==> config.mk <==
export PLATFORM = sky130hd
export DESIGN_NAME = mrs_ctrl_flat
export DESIGN_NICKNAME = d
export VERILOG_FILES = /design/src/rtl/mrs_pkg.sv /design/src/rtl/mrs_link_if.sv /design/src/rtl/mrs_ctrl.sv /design/src/flat_wrapper.sv
export SDC_FILE = /design/constraint.sdc
export NUM_CORES = 1
export LEC_CHECK = 0
export BUFFER_PORTS_ARGS = -buffer_cell sky130_fd_sc_hd__buf_2
export CAP_MARGIN = 20
export CORE_MARGIN = 5
export CORE_UTILIZATION = 30
export CTS_BUF_LIST = sky130_fd_sc_hd__clkbuf_2
export CTS_CLUSTER_DIAMETER = 50
export DETAILED_ROUTE_END_ITERATION = 16
export SLEW_MARGIN = 20
export SYNTH_ARGS = -nofsm -noshare
export SYNTH_HDL_FRONTEND = slang
export SYNTH_SLANG_ARGS = --single-unit
==> constraint.sdc <==
create_clock -name sys_clk -period 3.4 [get_ports sys_clk]
set_clock_uncertainty 0.15 [all_clocks]
set_input_delay 0.51 -clock sys_clk [delete_from_list [all_inputs] [get_ports sys_clk]]
set_output_delay 0.51 -clock sys_clk [all_outputs]
set_load 0.03 [all_outputs]
==> src/rtl/mrs_pkg.sv <==
// Shared constants, command encoding and helpers for mode register command spacing
package mrs_pkg;

  // Link command encoding
  typedef enum logic [2:0] {
    CMD_DES          = 3'h0,
    CMD_MRW          = 3'h1,
    CMD_MRR          = 3'h2,
    CMD_READ         = 3'h3,
    CMD_WRITE        = 3'h4,
    CMD_MASKED_WRITE = 3'h5,
    CMD_ACTIVATE     = 3'h6,
    CMD_PRECHARGE    = 3'h7
  } mrs_cmd_e;

  // Mode register file layout
  localparam int           MR_ADDR_W     = 6;
  localparam int           MR_DATA_W     = 8;
  localparam int           BANK_W        = 3;
  localparam int           NUM_BANKS     = 8;
  localparam int           MR_COUNT      = 64;
  localparam logic [5:0]   MR_BOOST_ADDR = 6'h0d;
  localparam int           MR_BOOST_BIT  = 3;
  localparam logic [5:0]   MR_ODT_ADDR   = 6'h0b;
  localparam int           MR_ODT_LSB    = 0;
  localparam int           MR_ODT_W      = 3;

  // Timing figures
  localparam int SYS_PERIOD_PS    = 4000;
  localparam int MIN_POST_PS      = 7500;
  localparam int MIN_POST_CK      = 8;
  localparam int MRW_PERIOD_PS    = 10000;
  localparam int MRW_PERIOD_CK    = 10;
  localparam int MRD_PS           = 14000;
  localparam int MRD_CK           = 10;
  localparam int BOOST_ON_PS      = 200000;
  localparam int BOOST_OFF_PS     = 100000;
  localparam int MRR_PERIOD_CK    = 8;
  localparam int MRR_TO_MRW_EXTRA = 3;
  localparam int ODT_ON_EXTRA     = 1;
  localparam int WR_EXTRA         = 1;
  localparam int MRRI_SUB_CK      = 3;

  // Spacing counter width
  localparam int GAP_W = 8;

  // Round a time up to whole clock cycles
  function automatic int mrs_ceil_div(input int num, input int den);
    return (num + den - 1) / den;
  endfunction : mrs_ceil_div

  function automatic int mrs_max(input int a, input int b);
    return (a > b) ? a : b;
  endfunction : mrs_max

  // Count one link cycle down, saturating at zero
  function automatic logic [GAP_W-1:0] mrs_dec(input logic [GAP_W-1:0] cur);
    return (cur != '0) ? cur - 1'b1 : cur;
  endfunction : mrs_dec

  // Extend a wait so that a command is allowed no earlier than gap cycles on
  function automatic logic [GAP_W-1:0] mrs_hold(input logic [GAP_W-1:0] cur, input logic [GAP_W-1:0] gap);
    logic [GAP_W-1:0] want;
    want = (gap != '0) ? gap - 1'b1 : '0;
    return (want > cur) ? want : cur;
  endfunction : mrs_hold

endpackage : mrs_pkg

==> src/rtl/mrs_link_if.sv <==
// Command/address link between memory controller and DRAM end
interface mrs_link_if;
  import mrs_pkg::*;
  logic                 ck;        // Link clock, made by the controller
  mrs_cmd_e             cmd;       // Command, deselect when idle
  logic [BANK_W-1:0]    ba;        // Bank address
  logic [MR_ADDR_W-1:0] ma;        // Mode register address
  logic [MR_DATA_W-1:0] op;        // Mode register write data
  logic                 ap;        // Auto-precharge with read/write
  logic [MR_DATA_W-1:0] rd_data;   // Mode read result
  logic                 rd_toggle; // Flips once per mode read result

  modport dram (input ck, input cmd, input ba, input ma, input op, input ap,
                output rd_data, output rd_toggle);
  modport ctrl (output ck, output cmd, output ba, output ma, output op, output ap,
                input rd_data, input rd_toggle);
endinterface : mrs_link_if

==> src/rtl/mrs_ctrl.sv <==
// Controller end: link clock divider, command spacing and mode read capture
module mrs_ctrl
  import mrs_pkg::*;
#(
  parameter int DIV      = 1,
  parameter int RL       = 14,
  parameter int WL       = 8,
  parameter int BL       = 16,
  parameter int DQSCK_CK = 2,
  parameter int WPRE_CK  = 2,
  parameter int RPST_CK  = 0,
  parameter int TERMINATION_ON_LATENCY   = 4,
  parameter int ODTON_CK = 1,
  parameter int WRITE_RECOVERY_COUNT      = 6,
  parameter int WTR_CK   = 4,
  parameter int RCD_CK   = 8,
  parameter int XP_CK    = 3
) (
  mrs_link_if.ctrl              lnk,
  input  wire logic             sys_clk,
  input  wire logic             rst,
  input  wire logic             ce,
  input  wire logic             req_valid,
  output logic                  req_ready,
  input  wire mrs_cmd_e         req_cmd,
  input  wire logic [BANK_W-1:0]    req_bank,
  input  wire logic [MR_ADDR_W-1:0] req_addr,
  input  wire logic [MR_DATA_W-1:0] req_data,
  input  wire logic             req_ap,
  input  wire logic             pd_exit,
  output logic                  rsp_valid,
  output logic [MR_DATA_W-1:0]  rsp_data,
  output logic                  odt_on,
  output logic                  boost_on
);

  localparam int DIV_W = (DIV > 1) ? $clog2(DIV) : 1;
  localparam logic [DIV_W-1:0] DIV_LAST = DIV_W'(DIV - 1);

  // Link clock period and derived cycle counts
  localparam int CK_PS   = SYS_PERIOD_PS * 2 * DIV;
  localparam int POST_CK = mrs_max(mrs_ceil_div(MIN_POST_PS, CK_PS), MIN_POST_CK);

  localparam logic [GAP_W-1:0] G_MRR_MRR  = GAP_W'(MRR_PERIOD_CK);
  localparam logic [GAP_W-1:0] G_MRR_WOFF = GAP_W'(RL + DQSCK_CK + BL / 2 - WL + WPRE_CK + RPST_CK);
  localparam logic [GAP_W-1:0] G_MRR_WON  = GAP_W'(RL + DQSCK_CK + BL / 2 - TERMINATION_ON_LATENCY - ODTON_CK + RPST_CK
                                                   + ODT_ON_EXTRA);
  localparam logic [GAP_W-1:0] G_MRR_MRW  = GAP_W'(RL + DQSCK_CK + BL / 2 + MRR_TO_MRW_EXTRA);
  localparam logic [GAP_W-1:0] G_RD_MRR   = GAP_W'(BL / 2);
  localparam logic [GAP_W-1:0] G_RD_MRW   = GAP_W'(RL + BL / 2 + DQSCK_CK + RPST_CK + POST_CK);
  localparam logic [GAP_W-1:0] G_WR_MRR   = GAP_W'(WL + BL / 2 + WR_EXTRA + WTR_CK);
  localparam logic [GAP_W-1:0] G_WR_MRW   = GAP_W'(WL + WR_EXTRA + BL / 2 + POST_CK);
  localparam logic [GAP_W-1:0] G_WRA_MRW  = GAP_W'(WL + WR_EXTRA + BL / 2 + POST_CK + WRITE_RECOVERY_COUNT);
  localparam logic [GAP_W-1:0] G_MRW_RW   = GAP_W'(mrs_max(mrs_ceil_div(MRD_PS, CK_PS), MRD_CK));
  localparam logic [GAP_W-1:0] G_MRW_MRW  = GAP_W'(mrs_max(mrs_ceil_div(MRW_PERIOD_PS, CK_PS), MRW_PERIOD_CK));
  localparam logic [GAP_W-1:0] G_BOOST_ON = GAP_W'(mrs_ceil_div(BOOST_ON_PS, CK_PS));
  localparam logic [GAP_W-1:0] G_BOOST_OF = GAP_W'(mrs_ceil_div(BOOST_OFF_PS, CK_PS));
  localparam logic [GAP_W-1:0] G_PD_MRR   = GAP_W'(XP_CK + RCD_CK - MRRI_SUB_CK);

  // Whole controller state
  typedef struct packed {
    logic [DIV_W-1:0]     div_cnt;
    logic                 ck;
    mrs_cmd_e             cmd;
    logic [BANK_W-1:0]    ba;
    logic [MR_ADDR_W-1:0] ma;
    logic [MR_DATA_W-1:0] op;
    logic                 ap;
    logic [GAP_W-1:0]     w_mrr;
    logic [GAP_W-1:0]     w_rd;
    logic [GAP_W-1:0]     w_wr;
    logic [GAP_W-1:0]     w_mrw;
    logic [GAP_W-1:0]     w_any;
    logic                 odt_on;
    logic                 boost_on;
    logic [2:0]           rt_s;
    logic [MR_DATA_W-1:0] rsp_data;
    logic                 rsp_valid;
  } mrs_ctrl_s;

  mrs_ctrl_s st, next_st;
  logic      tick;
  logic      may_issue;

  // A request may go only once every wait that applies to it has run out
  always_comb begin
    may_issue = 1'b0;
    if (st.w_any == '0) begin // Deselect-only windows
      case (req_cmd)
        CMD_MRR:          may_issue = (st.w_mrr == '0);
        CMD_READ:         may_issue = (st.w_rd == '0);
        CMD_WRITE:        may_issue = (st.w_wr == '0);
        CMD_MASKED_WRITE: may_issue = (st.w_wr == '0);
        CMD_MRW:          may_issue = (st.w_mrw == '0);
        CMD_ACTIVATE:     may_issue = 1'b1;
        CMD_PRECHARGE:    may_issue = 1'b1;
        default:          may_issue = 1'b0;
      endcase
    end
  end

  // Divider, issue and spacing bookkeeping
  always_comb begin
    next_st   = st;
    tick      = 1'b0;
    req_ready = 1'b0;
    if (ce) begin
      // Mode read result crosses as a toggle
      next_st.rsp_valid = 1'b0;
      next_st.rt_s      = {st.rt_s[1:0], lnk.rd_toggle};
      if (st.rt_s[2] != st.rt_s[1]) begin
        next_st.rsp_valid = 1'b1;
        next_st.rsp_data  = lnk.rd_data;
      end
      // Link clock divider; commands change on the falling edge
      if (st.div_cnt == DIV_LAST) begin
        next_st.div_cnt = '0;
        next_st.ck      = ~st.ck;
        tick            = st.ck;
      end else begin
        next_st.div_cnt = st.div_cnt + 1'b1;
      end
      if (tick) begin
        next_st.w_mrr = mrs_dec(st.w_mrr);
        next_st.w_rd  = mrs_dec(st.w_rd);
        next_st.w_wr  = mrs_dec(st.w_wr);
        next_st.w_mrw = mrs_dec(st.w_mrw);
        next_st.w_any = mrs_dec(st.w_any);
        next_st.cmd   = CMD_DES;
        if (req_valid && may_issue) begin
          req_ready  = 1'b1;
          next_st.cmd = req_cmd;
          next_st.ba  = req_bank;
          next_st.ma  = req_addr;
          next_st.op  = req_data;
          next_st.ap  = req_ap;
          case (req_cmd)
            CMD_MRR: begin
              next_st.w_mrr = mrs_hold(next_st.w_mrr, G_MRR_MRR);
              next_st.w_rd  = mrs_hold(next_st.w_rd, G_MRR_MRR);
              next_st.w_any = mrs_hold(next_st.w_any, G_MRR_MRR);
              next_st.w_mrw = mrs_hold(next_st.w_mrw, G_MRR_MRW);
              if (st.odt_on) begin
                next_st.w_wr = mrs_hold(next_st.w_wr, G_MRR_WON);
              end else begin
                next_st.w_wr = mrs_hold(next_st.w_wr, G_MRR_WOFF);
              end
            end
            CMD_READ: begin
              next_st.w_mrr = mrs_hold(next_st.w_mrr, G_RD_MRR);
              next_st.w_mrw = mrs_hold(next_st.w_mrw, G_RD_MRW);
            end
            CMD_WRITE, CMD_MASKED_WRITE: begin
              next_st.w_mrr = mrs_hold(next_st.w_mrr, G_WR_MRR);
              if (req_ap) begin
                next_st.w_mrw = mrs_hold(next_st.w_mrw, G_WRA_MRW);
              end else begin
                next_st.w_mrw = mrs_hold(next_st.w_mrw, G_WR_MRW);
              end
            end
            CMD_MRW: begin
              next_st.w_rd  = mrs_hold(next_st.w_rd, G_MRW_RW);
              next_st.w_wr  = mrs_hold(next_st.w_wr, G_MRW_RW);
              next_st.w_mrw = mrs_hold(next_st.w_mrw, G_MRW_MRW);
              if (req_addr == MR_BOOST_ADDR) begin
                next_st.boost_on = req_data[MR_BOOST_BIT];
                if (req_data[MR_BOOST_BIT]) begin
                  next_st.w_any = mrs_hold(next_st.w_any, G_BOOST_ON);
                end else begin
                  next_st.w_any = mrs_hold(next_st.w_any, G_BOOST_OF);
                end
              end
              if (req_addr == MR_ODT_ADDR) begin
                next_st.odt_on = |req_data[MR_ODT_LSB +: MR_ODT_W];
              end
            end
            default: begin
            end
          endcase
        end
      end
      // Power-down exit holds off the next mode read
      if (pd_exit) begin
        next_st.w_mrr = mrs_hold(next_st.w_mrr, G_PD_MRR);
      end
    end
  end

  always_ff @(posedge sys_clk) begin
    if (rst) begin
      st <= '0;
    end else begin
      st <= next_st;
    end
  end

  // Link and user outputs straight from state
  assign lnk.ck    = st.ck;
  assign lnk.cmd   = st.cmd;
  assign lnk.ba    = st.ba;
  assign lnk.ma    = st.ma;
  assign lnk.op    = st.op;
  assign lnk.ap    = st.ap;
  assign rsp_valid = st.rsp_valid;
  assign rsp_data  = st.rsp_data;
  assign odt_on    = st.odt_on;
  assign boost_on  = st.boost_on;

endmodule : mrs_ctrl

==> src/flat_wrapper.sv <==
// flat-port wrapper written by rule: the top's interface ports become plain ports
module mrs_ctrl_flat import mrs_pkg::*;
#(
  parameter int DIV      = 1,
  parameter int RL       = 14,
  parameter int WL       = 8,
  parameter int BL       = 16,
  parameter int DQSCK_CK = 2,
  parameter int WPRE_CK  = 2,
  parameter int RPST_CK  = 0,
  parameter int TERMINATION_ON_LATENCY   = 4,
  parameter int ODTON_CK = 1,
  parameter int WRITE_RECOVERY_COUNT      = 6,
  parameter int WTR_CK   = 4,
  parameter int RCD_CK   = 8,
  parameter int XP_CK    = 3
)
  (sys_clk, rst, ce, req_valid, req_ready, req_cmd, req_bank, req_addr, req_data, req_ap, pd_exit, rsp_valid, rsp_data, odt_on, boost_on, lnk_ck, lnk_cmd, lnk_ba, lnk_ma, lnk_op, lnk_ap, lnk_rd_data, lnk_rd_toggle);
  mrs_link_if lnk_i ();
  input  wire logic sys_clk;
  input  wire logic rst;
  input  wire logic ce;
  input  wire logic req_valid;
  output logic req_ready;
  input  wire mrs_cmd_e req_cmd;
  input  wire logic [BANK_W-1:0] req_bank;
  input  wire logic [MR_ADDR_W-1:0] req_addr;
  input  wire logic [MR_DATA_W-1:0] req_data;
  input  wire logic req_ap;
  input  wire logic pd_exit;
  output logic rsp_valid;
  output logic [MR_DATA_W-1:0] rsp_data;
  output logic odt_on;
  output logic boost_on;
  output wire logic [$bits(lnk_i.ck)-1:0] lnk_ck;
  output wire logic [$bits(lnk_i.cmd)-1:0] lnk_cmd;
  output wire logic [$bits(lnk_i.ba)-1:0] lnk_ba;
  output wire logic [$bits(lnk_i.ma)-1:0] lnk_ma;
  output wire logic [$bits(lnk_i.op)-1:0] lnk_op;
  output wire logic [$bits(lnk_i.ap)-1:0] lnk_ap;
  input wire logic [$bits(lnk_i.rd_data)-1:0] lnk_rd_data;
  input wire logic [$bits(lnk_i.rd_toggle)-1:0] lnk_rd_toggle;
  assign lnk_ck = lnk_i.ck;
  assign lnk_cmd = lnk_i.cmd;
  assign lnk_ba = lnk_i.ba;
  assign lnk_ma = lnk_i.ma;
  assign lnk_op = lnk_i.op;
  assign lnk_ap = lnk_i.ap;
  assign lnk_i.rd_data = lnk_rd_data;
  assign lnk_i.rd_toggle = lnk_rd_toggle;
  mrs_ctrl #(.DIV(DIV), .RL(RL), .WL(WL), .BL(BL), .DQSCK_CK(DQSCK_CK), .WPRE_CK(WPRE_CK), .RPST_CK(RPST_CK), .TERMINATION_ON_LATENCY(TERMINATION_ON_LATENCY), .ODTON_CK(ODTON_CK), .WRITE_RECOVERY_COUNT(WRITE_RECOVERY_COUNT), .WTR_CK(WTR_CK), .RCD_CK(RCD_CK), .XP_CK(XP_CK)) u_core (.lnk(lnk_i), .sys_clk(sys_clk), .rst(rst), .ce(ce), .req_valid(req_valid), .req_ready(req_ready), .req_cmd(req_cmd), .req_bank(req_bank), .req_addr(req_addr), .req_data(req_data), .req_ap(req_ap), .pd_exit(pd_exit), .rsp_valid(rsp_valid), .rsp_data(rsp_data), .odt_on(odt_on), .boost_on(boost_on));
endmodule
# Word-level counts from Yosys, hierarchy flattened
# Index checks and enable logic that the tools add are counted.
# totals
regBits	77
latchBits	0
mem_bits_rw	0
mem_bits_ro	0
memories	0
# op_classes
addsub	6
mul	0
div	0
magnitude_cmp	16
eq_ne	15
shifts	0
muxes	45
bitwise_logic	2
reduce_logical	21
# op_table
op	count
8-bit 2-to-1 mux	26
63-bit 2-to-1 mux	3
5-bit by 8-bit greater-than comparator with 1-bit output (first input constant)	8
8-bit logical NOT	5
8-bit nonzero test	5
8-bit by 1-bit subtractor with 8-bit output (second input constant)	5
3-bit by 8-bit greater-than comparator with 1-bit output (first input constant)	4
4-bit by 8-bit greater-than comparator with 1-bit output (first input constant)	4
16-bit one-hot mux with 2 select lines	1
8-bit one-hot mux with 2 select lines	2
8-bit one-hot mux with 4 select lines	1
3-bit equality test (second input constant)	4
6-bit by 4-bit equality test with 1-bit output (second input constant)	2
1-bit 2-to-1 mux	10
2-bit by 1-bit inequality test with 1-bit output (second input constant)	5
5-bit AND reduction	2
3-bit by 2-bit equality test with 1-bit output (second input constant)	2
2-bit AND reduction	3
2-bit OR reduction	3
1-bit one-hot mux with 5 select lines	1
3-bit by 1-bit equality test with 1-bit output (second input constant)	1
3-bit AND reduction	1
3-bit OR reduction	1
2-bit 2-to-1 mux	1
4 further kinds	5

# Depth between registers and ports, before layout
# Gate-level depths: netlist of the first run.
# logic_depth
ltp_word	13
depth_mapped	12
ltp_nobuf	10

# Least setup slack after synthesis of the first run
# Ideal clock, no wire load.
# synth_timing
kind	register to output
startpoint	register u_core.st[30] (netlist name)
endpoint	output req_ready
t_arrival_ns	2.434
required_ns	2.740
slack_ns	0.306
path_stages_with_launch	10
n_path_buf	2
path_cell_list	dfxtp_1 -> clkbuf_1 -> inv_1 -> ha_1 -> nor4b_4 -> a31oi_1 -> a41oi_4 -> nand2_1 -> inv_1 -> clkbuf_1
# synth_between
elab_chain_len	7
# synth_rtl
item	line	text
start, declared	mrs_ctrl.sv:81	mrs_ctrl_s st, next_st;
start signal, assigned	mrs_ctrl.sv:193	st <= next_st;
8-bit logical NOT	mrs_ctrl.sv:92, mrs_ctrl.sv:93	
1-bit one-hot mux with 5 select lines	mrs_ctrl.sv:89	case (req_cmd)
1-bit 2-to-1 mux	mrs_ctrl.sv:88	if (st.w_any == '0) begin
1-bit logical AND	mrs_ctrl.sv:130	if (req_valid && may_issue) begin
1-bit 2-to-1 mux	mrs_ctrl.sv:130	
1-bit 2-to-1 mux	mrs_ctrl.sv:123	if (tick) begin
1-bit 2-to-1 mux	mrs_ctrl.sv:107	if (ce) begin
end, declared	flat_wrapper.sv:24	output logic req_ready;
# Every way passes these cells.

# Worst setup path in the final report of the first run
# layout_timing
startpoint	register u_core.st[38] (netlist name)
endpoint	output req_ready
# layout_between
elab_chain_len	7
# layout_rtl
item	line	text
8-bit logical NOT	mrs_ctrl.sv:91	CMD_READ: may_issue = (st.w_rd == '0);
1-bit one-hot mux with 5 select lines	mrs_ctrl.sv:89	
1-bit 2-to-1 mux	mrs_ctrl.sv:88	
1-bit logical AND	mrs_ctrl.sv:130	
1-bit 2-to-1 mux	mrs_ctrl.sv:130	
1-bit 2-to-1 mux	mrs_ctrl.sv:123	
1-bit 2-to-1 mux	mrs_ctrl.sv:107	
# Every way passes these cells.

==> flow_metrics.py, run 1 <==
metrics = {
    "floorplan": {
        "start_util_pct": 30.3,
        "fp.dieArea_mm2": 0.0208,
        "fp-row-count": 49,
        "die_x_um": 144,
        "chip_height_um": 144,
        "num_io_pins": 69,
        "placeableCoreArea_mm2": 0.0178,
    },
    "timing": {
        "timing.final.max_slew_violations": 0,
        "maxSlewHeadroom_pct": 58.0,
        "period_needed_ns": 3.23,
        "setup_viol": 0,
        "portion_of_the_clock_cycle_consumed_by_the_worst_path_in_the_final_layout_pct": 95.0,
        "worst-slew-pin-transition_ns": 0.628,
        "hold_viol_final": 0,
        "timing.fmax_mhz": 310,
        "setup_tns_ns": 0,
        "grt_setup_unrepaired": "false",
    },
    "clocking": {
        "cts.path.max_buffers": 2,
        "cts_root_buf": "sky130_fd_sc_hd__clkbuf_2",
        "tritoncts_num_sinks": 76,
        "clk-insertion-delay-late_ns": 0.60,
        "clkSlewWorstSetupHoldPaths_ns": 0.24,
        "cts_tree": "yes",
        "level_count_of_the_clock_h_tree": 3,
        "cts_buffers": 9,
    },
    "drt": {
        "vias_per_cell": 5.34,
        "vias": 5395,
        "detail_route.iter0.violations": 560,
        "post_drt_wl_per_cell_um": 15.5,
        "ant_nets": 0,
        "drc": 0,
        "routed_wirelength_um": 15700,
        "firstDrtPassIters": 6,
    },
    "worst_hold_path": {
        "min_path_cells": 2,
        "min-delay-path-class": "in -> reg",
        "timing.hold.worst.start": "req_cmd[1]",
        "timing.hold.worst_endpoint": "u_core.lnk.cmd[1]",
    },
    "layout": {
        "area_growth_syn_to_layout_pct": 15.7,
        "nets": 827,
        "area_of_the_multi_input_gates_mm2": 0.00340,
        "total_area_of_sequential_cells_mm2": 0.00153,
        "drive_gt1_share_pct": 18.3,
        "fillerInstances": 1840,
    },
    "global_routing": {
        "wire_length_of_the_first_global_routing_pass_um": 24500,
        "globalRoute.totalOverflow": 0,
        "grtUsageTotal_pct": 14.7,
        "antenna_found_initial": 1,
        "first_global_vias": 4796,
        "grt_max_degree": 50,
    },
    "setup_path": {
        "timing.critical_path.from_type": "register",
        "rr_startpoint": "u_core.st[30]",
        "crit-reg2reg-capture": "u_core.st[32]",
        "crit_fanout": 7,
        "critical_path.endpoint_type": "output port",
        "crit_arrival_ns": 2.57,
        "r2r_setup_slack_ns": 0.38,
        "data_required_time_at_the_worst_endpoint_ns": 2.74,
        "reg2reg_depth": 10,
        "criticalPathCategory": "reg -> out",
    },
    "power": {
        "switching_share_pct": 47.3,
        "cell_internal_pwr_mw": 1.88,
        "p_total_mw": 3.58,
        "p_switching_mw": 1.69,
        "ir_worst_vdd_uv": 313,
        "cellLeakagePower_nw": 2.58,
        "p_per_area_mw_per_mm2": 572,
        "sequentialPowerShare_pct": 30.8,
        "power.share.combinational_pct": 54.3,
        "clkPwrFrac_pct": 15.0,
    },
    "synthesis": {
        "ys_async_sr_fraction_pct": 0,
        "synth_flop_cell": "sky130_fd_sc_hd__dfxtp_1",
        "yosysUniqueCellTypes": 82,
        "synth-edff-count": 0,
        "synth_area_mm2": 0.00540,
        "post_synth.cell_area_avg_um2": 7.58,
        "syn-num-nets": 764,
        "postSynthRegisterBits": 76,
        "syn-instance-count": 712,
        "yosys_warnings": 0,
        "yosysSeqAreaShare_pct": 28.2,
    },
    "placed_design": {
        "post_detailed_placement_half_perimeter_wirelength_um": 10800,
        "io_buffers": 68,
        "gp_congestion": 0.894,
    },
    "run_status": {
        "status": "finished, final reports clean",
    },
    "job": {
        "max-cap-violations": 0,
    },
}
synth_stat cells, types with 3 or more instances:
cell,instances,area (µm²)
sky130_fd_sc_hd__nand2_1,82,308
sky130_fd_sc_hd__dfxtp_1,76,1520
sky130_fd_sc_hd__nor2_1,63,236
sky130_fd_sc_hd__a21oi_1,62,310
sky130_fd_sc_hd__o21ai_0,45,225
sky130_fd_sc_hd__buf_4,30,225
sky130_fd_sc_hd__clkbuf_1,29,109
sky130_fd_sc_hd__inv_1,26,97.6
sky130_fd_sc_hd__nor3_1,25,125
sky130_fd_sc_hd__nand3_1,21,105
sky130_fd_sc_hd__ha_1,17,213
sky130_fd_sc_hd__mux2i_1,16,160
sky130_fd_sc_hd__or3_1,15,93.8
sky130_fd_sc_hd__nand2b_1,11,68.8
sky130_fd_sc_hd__a31oi_1,10,62.6
sky130_fd_sc_hd__xnor2_1,10,87.6
sky130_fd_sc_hd__a211oi_1,9,67.6
sky130_fd_sc_hd__buf_2,9,45.0
sky130_fd_sc_hd__nor3b_1,9,67.6
sky130_fd_sc_hd__o31ai_1,8,60.1
sky130_fd_sc_hd__a21o_1,7,52.6
sky130_fd_sc_hd__nand3b_1,7,52.6
sky130_fd_sc_hd__o211ai_1,7,52.6
sky130_fd_sc_hd__a22o_1,6,52.6
sky130_fd_sc_hd__nand4_1,6,37.5
sky130_fd_sc_hd__xor2_1,6,52.6
sky130_fd_sc_hd__nor2b_1,5,31.3
sky130_fd_sc_hd__nor4_1,5,31.3
sky130_fd_sc_hd__o21a_1,5,37.5
sky130_fd_sc_hd__o41ai_1,5,43.8
sky130_fd_sc_hd__o22ai_1,4,25.0
sky130_fd_sc_hd__or4_1,4,30.0
sky130_fd_sc_hd__a22oi_1,3,22.5
sky130_fd_sc_hd__and2_1,3,18.8
sky130_fd_sc_hd__nor4_2,3,37.5
sky130_fd_sc_hd__nor4b_1,3,26.3
sky130_fd_sc_hd__o32ai_1,3,26.3
sequential cells by signal, indices dropped and copies added, names as in the netlist:
register	count
u_core.st	43
u_core.lnk.ck	1
u_core.lnk.ap	1
u_core.rsp_data	8
u_core.lnk.ba	3
u_core.boost_on	1
u_core.lnk.ma	6
u_core.rsp_valid	1
u_core.odt_on	1
u_core.lnk.cmd	3
u_core.lnk.op	8
layout make-up:
type	count	area share, %
flip-flops and latches	76	24.5
diodes	1	0.0401
inverters	26	1.56
repair buffers	123	13.1
clock buffers	9	0.721
clock inverters	7	1.08
multi-input cells	539	54.4
well taps	229	4.59
worst max-delay path, cell delays in order, from the launching register on:
cell                       delay (ns)
sky130_fd_sc_hd__dfxtp_2         0.40
sky130_fd_sc_hd__inv_1           0.13
sky130_fd_sc_hd__ha_1            0.18
sky130_fd_sc_hd__nor3b_1         0.19
sky130_fd_sc_hd__buf_4           0.16
sky130_fd_sc_hd__nand3b_1        0.18
sky130_fd_sc_hd__a41oi_4         0.30
sky130_fd_sc_hd__nand2_1         0.13
sky130_fd_sc_hd__inv_1           0.12
sky130_fd_sc_hd__buf_2           0.20
routing by layer:
metal / vias up / wire length (µm) / GRT usage [%]
met5: - / 0 / 0
met1: 2496 / 7140 / 19.5
met2: 174 / 7260 / 23.0
met4: 0 / 528 / 7.07
met3: 40 / 775 / 2.58
li1: 2685 / - / -
how the worst max path moves through the flow:
stage	to	startpoint	cells after the start
floorplan	req_ready	u_core.st[30]	9
global placement	u_core.st[48]	u_core.st[30]	10
detailed placement	u_core.st[48]	u_core.st[30]	10
CTS	req_ready	u_core.st[30]	8
global route	req_ready	u_core.st[38]	9
finish	req_ready	u_core.st[38]	9
cells in the final DEF, fill, tap and decap left out, types with 20 or more instances in the layout:
cell / count
sky130_fd_sc_hd__buf_4: 28
sky130_fd_sc_hd__a21oi_1: 62
sky130_fd_sc_hd__inv_1: 26
sky130_fd_sc_hd__o21ai_0: 45
sky130_fd_sc_hd__buf_2: 68
sky130_fd_sc_hd__dlygate4sd3_1: 27
sky130_fd_sc_hd__nand3_1: 20
sky130_fd_sc_hd__nor2_1: 63
sky130_fd_sc_hd__nand2_1: 82
sky130_fd_sc_hd__dfxtp_1: 71
sky130_fd_sc_hd__nor3_1: 25
power groups by stage:
| stage | logic (mW) | registers, mW | clock network, mW |
|---|---|---|---|
| after floorplan | 1.51 | 1.04 | 0 |
| after global placement | 1.86 | 1.11 | 0 |
| after detailed placement | 1.84 | 1.11 | 0 |
| after CTS | 1.90 | 1.09 | 0.560 |
| after global routing | 2.12 | 1.12 | 0.604 |
| final | 1.94 | 1.10 | 0.535 |
metrics by stage:
| step | worst slack (ns) | hold WS [ns] | utilization, % | cell area (µm²) | cells |
|---|---|---|---|---|---|
| floorplan | 0.306 | 0.287 | - | 5400 | 712 |
| global placement | 0.353 | 0.289 | 32.6 | 5810 | 964 |
| detailed placement | 0.276 | 0.295 | 32.6 | 5810 | 964 |
| CTS | 0.0784 | 0.0470 | 34.9 | 6220 | 1009 |
| global route | 0.0158 | 0.0703 | 35.0 | 6250 | 1010 |
| finish | 0.171 | 0.0883 | 35.0 | 6250 | 1010 |
logic make-up after synthesis:
family,synth area share (%)
xor+xnor,2.60
compound gates,25.6
fa+ha+maj,3.94
mux,2.97
flops,28.2
simple gates,27.4
buf+inv,9.32
what timing repair did:
item,CTS,global route
setup endpoints to repair,1,1
gates resized for setup,2,7
hold buffers,27,0
buffers inserted,2,0
pin swaps,1,0
hold endpoints to repair,27,0
Note: power is estimated with default switching activity, not from simulation.
==> inputs of run 2 (changes only) <==
Settings changed: PLACE_DENSITY_LB_ADDON set to 0.25.
==> run 2 against run 1 <==
Non-clock buffer count rose by 5. Total power rose by 2.9%. Global-route usage rose by 0.71 points. Setup slack improved by 0.024 ns. Hold slack improved by 0.00095 ns.
==> flow_metrics.py, run 2 (synthesized netlist as in run 1, its figures left out) <==
metrics = {
    "run_status": {
        "status": "finished, final reports clean",
    },
    "drt": {
        "routed_wirelength_um": 15800,
        "ant_nets": 0,
        "firstDrtPassIters": 5,
        "vias": 5301,
        "detail_route.iter0.violations": 479,
        "vias_per_cell": 5.22,
        "post_drt_wl_per_cell_um": 15.5,
        "drc": 0,
    },
    "layout": {
        "drive_gt1_share_pct": 18.6,
        "area_growth_syn_to_layout_pct": 16.9,
        "largest_register_ffs": 43,
        "mostFrequentLayoutCells": "82 x sky130_fd_sc_hd__nand2_1, 75 x sky130_fd_sc_hd__dfxtp_1, 68 x sky130_fd_sc_hd__buf_2, 63 x sky130_fd_sc_hd__nor2_1, 62 x sky130_fd_sc_hd__a21oi_1",
        "largest_register": "u_core.st",
        "final_common_cell": "sky130_fd_sc_hd__nand2_1",
        "nets": 832,
        "postLayoutCoreUtil_pct": 35.4,
    },
    "clocking": {
        "level_count_of_the_clock_h_tree": 3,
        "clk-insertion-delay-late_ns": 0.61,
        "cts_root_buf": "sky130_fd_sc_hd__clkbuf_2",
        "cts_tree": "yes",
        "clkSlewWorstSetupHoldPaths_ns": 0.24,
        "cts_buffers": 9,
        "tritoncts_num_sinks": 76,
        "cts.path.max_buffers": 2,
    },
    "timing": {
        "worst-slew-pin-transition_ns": 0.547,
        "portion_of_the_clock_cycle_consumed_by_the_worst_path_in_the_final_layout_pct": 94.3,
        "hold_viol_final": 0,
        "maxSlewHeadroom_pct": 63.3,
        "period_needed_ns": 3.21,
        "setup_tns_ns": 0,
        "timing.final.max_slew_violations": 0,
        "setup_viol": 0,
        "timing.fmax_mhz": 312,
    },
    "job": {
        "max-cap-violations": 0,
    },
    "setup_path": {
        "timing.critical_path.from_type": "register",
        "reg2reg_depth": 8,
        "data_required_time_at_the_worst_endpoint_ns": 2.74,
        "crit_arrival_ns": 2.55,
        "critical_path.endpoint_type": "output port",
        "rr_startpoint": "u_core.st[24]",
        "r2r_setup_slack_ns": 0.43,
        "crit-reg2reg-capture": "u_core.st[22]",
        "criticalPathCategory": "reg -> out",
        "crit_fanout": 10,
    },
    "placed_design": {
        "gp_congestion": 0.898,
        "post_detailed_placement_half_perimeter_wirelength_um": 11400,
        "io_buffers": 68,
    },
    "worst_hold_path": {
        "timing.hold.worst.start": "req_cmd[0]",
        "timing.hold.worst_endpoint": "u_core.lnk.cmd[0]",
        "min_path_cells": 2,
        "min-delay-path-class": "in -> reg",
    },
    "power": {
        "cell_internal_pwr_mw": 1.98,
        "p_per_area_mw_per_mm2": 583,
        "p_total_mw": 3.68,
        "ir_worst_vdd_uv": 256,
        "p_switching_mw": 1.70,
        "power.share.combinational_pct": 53.2,
        "switching_share_pct": 46.2,
        "cellLeakagePower_nw": 2.62,
        "clkPwrFrac_pct": 17.3,
        "sequentialPowerShare_pct": 29.4,
    },
    "floorplan": {
        "fp.dieArea_mm2": 0.0208,
        "chip_height_um": 144,
        "die_x_um": 144,
        "start_util_pct": 30.3,
        "num_io_pins": 69,
        "fp-row-count": 49,
        "placeableCoreArea_mm2": 0.0178,
    },
    "global_routing": {
        "globalRoute.totalOverflow": 0,
        "grt_max_degree": 35,
        "antenna_found_initial": 1,
        "first_global_vias": 4908,
        "grtUsageTotal_pct": 15.4,
        "wire_length_of_the_first_global_routing_pass_um": 25700,
    },
}
-- run 2: cell types whose count changed in the layout (fill, tap and decap cells not counted), sizes merged --
| cell | before | now |
|---|---|---|
| buf | 96 | 101 |
| bufinv | 1 | 2 |
| clkinv | 5 | 1 |
| clkinvlp | 1 | 0 |
| diode | 1 | 2 |
| inv | 26 | 30 |
-- run 2: timing repair --
action / CTS / global route
hold endpoints to repair: 28 / 0
gates resized for setup: 0 / 4
pin swaps: 1 / 0
gates cloned: 0 / 0
setup endpoints to repair: 1 / 1
setup buffers: 1 / 1
hold buffers: 27 / 0
-- run 2: metal layers --
metal / vias up / routed length [µm] / global-route usage (%)
met2: 141 / 7620 / 25.3
li1: 2693 / - / -
met5: - / 0 / 0
met3: 26 / 679 / 1.98
met1: 2441 / 7120 / 20.5
met4: 0 / 352 / 6.14
-- run 2: power groups by stage --
| stage | clock, mW | sequential (mW) | combinational [mW] |
|---|---|---|---|
| after CTS | 0.670 | 1.08 | 1.91 |
| after floorplan | 0 | 1.04 | 1.51 |
| after global placement | 0 | 1.10 | 1.92 |
| after detailed placement | 0 | 1.10 | 1.88 |
| after global routing | 0.713 | 1.10 | 2.17 |
| final | 0.638 | 1.08 | 1.96 |
-- run 2: worst max-delay path by stage --
stage                        from  slack [ns]  cells past startpoint             to
global route        u_core.st[47]      -0.001                      9      req_ready
floorplan           u_core.st[30]        0.31                      9      req_ready
global placement       req_cmd[2]        0.44                      8  u_core.st[31]
finish              u_core.st[31]        0.19                      8      req_ready
CTS                 u_core.st[31]        0.02                      8      req_ready
detailed placement     req_cmd[2]        0.33                      9  u_core.st[14]
-- run 2: cell type report --
type	instances	area [µm²]
Fill cell	1884	11500
Multi-Input combinational cell	539	3390
Sequential cell	76	1520
Timing Repair Buffer	128	858
Tap cell	229	287
Clock inverter	7	104
Inverter	26	97.6
Clock buffer	9	45.0
Antenna cell	2	5.00
-- run 2: critical path: stages (launching register included) --
cell and delay [ns]:
sky130_fd_sc_hd__dfxtp_1 0.45, sky130_fd_sc_hd__inv_1 0.11, sky130_fd_sc_hd__ha_1 0.19, sky130_fd_sc_hd__nor4b_4 0.36
sky130_fd_sc_hd__a31oi_2 0.22, sky130_fd_sc_hd__a41oi_4 0.18, sky130_fd_sc_hd__nand2_1 0.13, sky130_fd_sc_hd__inv_1 0.09
sky130_fd_sc_hd__buf_2 0.21
-- run 2: metrics by stage --
stage                     setup slack (ns)  instances  area [µm²]  hold slack, ns
after floorplan                      0.306        712        5400           0.287
after global placement               0.442        969        5850           0.290
after detailed placement             0.332        969        5850           0.293
after CTS                           0.0234       1013        6280          0.0261
after global routing              -0.00115       1015        6310          0.0681
final                                0.195       1016        6310          0.0892
==> inputs of run 3 (changes only) <==
Clock period 3.4 ns to 3 ns, I/O delays scaled along.
==> run 3 against run 2 <==
Global-route usage increased by 0.63 points. Critical path depth increased by 1. Wire length increased by 5.3%. First-iteration DRC count increased by 8.6%. Sequential power increased by 8%. Count of clock-buffer cells in the layout unchanged. Largest power group unchanged.
==> flow_metrics.py, run 3 (synthesized netlist as in run 1, its figures left out) <==
metrics = {
    "job": {
        "max-cap-violations": 0,
    },
    "power": {
        "p_per_area_mw_per_mm2": 648,
        "p_total_mw": 4.34,
        "cellLeakagePower_nw": 2.84,
        "ir_worst_vdd_uv": 264,
    },
    "setup_path": {
        "timing.critical_path.from_type": "register",
        "crit_top_cell": "sky130_fd_sc_hd__buf_6",
        "crit_arrival_ns": 2.30,
        "criticalPathCategory": "reg -> out",
        "critical_path.endpoint_type": "output port",
        "crit_chain": "inv_1 -> ha_2 -> nor3b_4 -> nand3_4 -> a41oi_4 -> buf_6 -> nand2_1 -> inv_2 -> buf_6",
        "worst_path_largest_cell_delay_ns": 0.36,
        "crit_fanout": 4,
        "data_required_time_at_the_worst_endpoint_ns": 2.40,
        "worst_path_max_delay_cell": "sky130_fd_sc_hd__dfxtp_1",
    },
    "timing": {
        "setup_tns_ns": 0,
        "grt_setup_unrepaired": "true",
        "final.hold.worst_slack_ns": 0.0646,
        "portion_of_the_clock_cycle_consumed_by_the_worst_path_in_the_final_layout_pct": 96.5,
        "timing.fmax_mhz": 345,
        "maxSlewHeadroom_pct": 61.7,
        "timing.final.max_slew_violations": 0,
        "period_needed_ns": 2.90,
        "setup_viol": 0,
        "hold_viol_final": 0,
        "worst-slew-pin-transition_ns": 0.574,
    },
    "layout": {
        "area_of_the_multi_input_gates_mm2": 0.00349,
        "fillerInstances": 1857,
        "largest_register_ffs": 43,
        "area_growth_syn_to_layout_pct": 24.0,
        "postLayoutCoreUtil_pct": 37.5,
        "nets": 873,
        "final_cells": 1055,
        "drive_gt1_share_pct": 24.0,
        "final_common_cell": "sky130_fd_sc_hd__nand2_1",
        "largest_register": "u_core.st",
        "total_area_of_sequential_cells_mm2": 0.00153,
        "mostFrequentLayoutCells": "82 x sky130_fd_sc_hd__nand2_1, 72 x sky130_fd_sc_hd__buf_4, 71 x sky130_fd_sc_hd__dfxtp_1, 67 x sky130_fd_sc_hd__buf_2, 63 x sky130_fd_sc_hd__nor2_1",
    },
    "clocking": {
        "clk-insertion-delay-late_ns": 0.59,
        "tritoncts_num_sinks": 76,
        "cts_buffers": 9,
        "cts.path.max_buffers": 2,
        "level_count_of_the_clock_h_tree": 3,
        "clkSlewWorstSetupHoldPaths_ns": 0.22,
        "cts_root_buf": "sky130_fd_sc_hd__clkbuf_2",
        "cts_tree": "yes",
    },
    "drt": {
        "drc": 0,
        "ant_nets": 0,
        "routed_wirelength_um": 16600,
        "detail_route.iter0.violations": 520,
        "post_drt_wl_per_cell_um": 15.7,
        "vias": 5548,
        "firstDrtPassIters": 5,
        "vias_per_cell": 5.26,
    },
    "global_routing": {
        "globalRoute.totalOverflow": 0,
        "first_global_vias": 5228,
        "antenna_found_initial": 1,
        "grtUsageTotal_pct": 16.0,
        "grt_max_degree": 50,
        "wire_length_of_the_first_global_routing_pass_um": 26800,
    },
    "floorplan": {
        "die_x_um": 144,
        "fp.dieArea_mm2": 0.0208,
        "start_util_pct": 30.3,
        "chip_height_um": 144,
        "num_io_pins": 69,
        "placeableCoreArea_mm2": 0.0178,
        "fp-row-count": 49,
    },
    "placed_design": {
        "post_detailed_placement_half_perimeter_wirelength_um": 11800,
        "gp_congestion": 0.893,
        "io_buffers": 68,
        "placed_cells": 1000,
    },
    "run_status": {
        "status": "finished, final reports clean",
    },
    "worst_hold_path": {
        "min-delay-path-class": "in -> reg",
    },
}
[run 3: cell types whose count changed in the layout (fill, tap and decap cells not counted), moves of 3 or more]
cell and change:
sky130_fd_sc_hd__buf_4 +39, sky130_fd_sc_hd__dfxtp_1 -4, sky130_fd_sc_hd__dfxtp_2 +3, sky130_fd_sc_hd__ha_1 -3
sky130_fd_sc_hd__inv_6 -3, sky130_fd_sc_hd__nor3b_4 +3
[run 3: final cells by class]
| class | instances | share of cell area, % |
|---|---|---|
| clock inverters | 6 | 0.972 |
| well taps | 229 | 4.28 |
| multi-input cells | 539 | 52.1 |
| flip-flops and latches | 76 | 22.9 |
| diodes | 1 | 0.0374 |
| repair buffers | 169 | 17.6 |
| clock buffers | 9 | 0.673 |
| inverters | 26 | 1.46 |
[run 3: through the flow]
stage / setup slack [ns] / area, µm²
final: 0.105 / 6700
after global routing: -0.0750 / 6700
after CTS: 0.00205 / 6580
after detailed placement: 0.121 / 6080
after global placement: 0.152 / 6080
after floorplan: 0.116 / 5400
[run 3: worst paths after layout]
kind	from	endpoint	slack, ns	cells after the start
setup / recovery	u_core.st[46]	req_ready	0.10	9
hold / removal	req_cmd[1]	u_core.lnk.cmd[1]	0.06	2
setup reg to reg	u_core.st[22]	u_core.st[22]	0.14	9
hold reg to reg	u_core.lnk.op[2]	u_core.lnk.op[2]	0.32	2
[run 3: what timing repair did]
item	in CTS	in global routing
gates cloned	0	0
hold endpoints to repair	30	0
setup buffers	5	6
resized for setup	16	14
pin swaps	2	3
hold buffers	28	0
setup endpoints to repair	1	5
[run 3: power breakdown]
| part | internal [mW] | total, mW | switching [mW] |
|---|---|---|---|
| clock | 0.189 | 0.599 | 0.410 |
| sequential | 1.09 | 1.17 | 0.0808 |
| combinational | 1.06 | 2.56 | 1.50 |
[run 3: routing by layer]
layer | up-vias | global-route usage (%) | wire length [µm]
li1 | 2782 | - | -
met1 | 2563 | 21.3 | 7490
met2 | 169 | 26.0 | 7880
met3 | 34 | 2.78 | 772
met4 | 0 | 5.99 | 471
met5 | - | 0 | 0
[run 3: worst max-delay path: cells and delay by family, from the launching register on]
family                   cells  cell delay (ns)
buffers and inverters        4             0.46
AND/OR/NAND/NOR              3             0.43
flip-flops                   1             0.36
adder cells (fa/ha/maj)      1             0.21
AO/OA/AOI/OAI                1             0.27
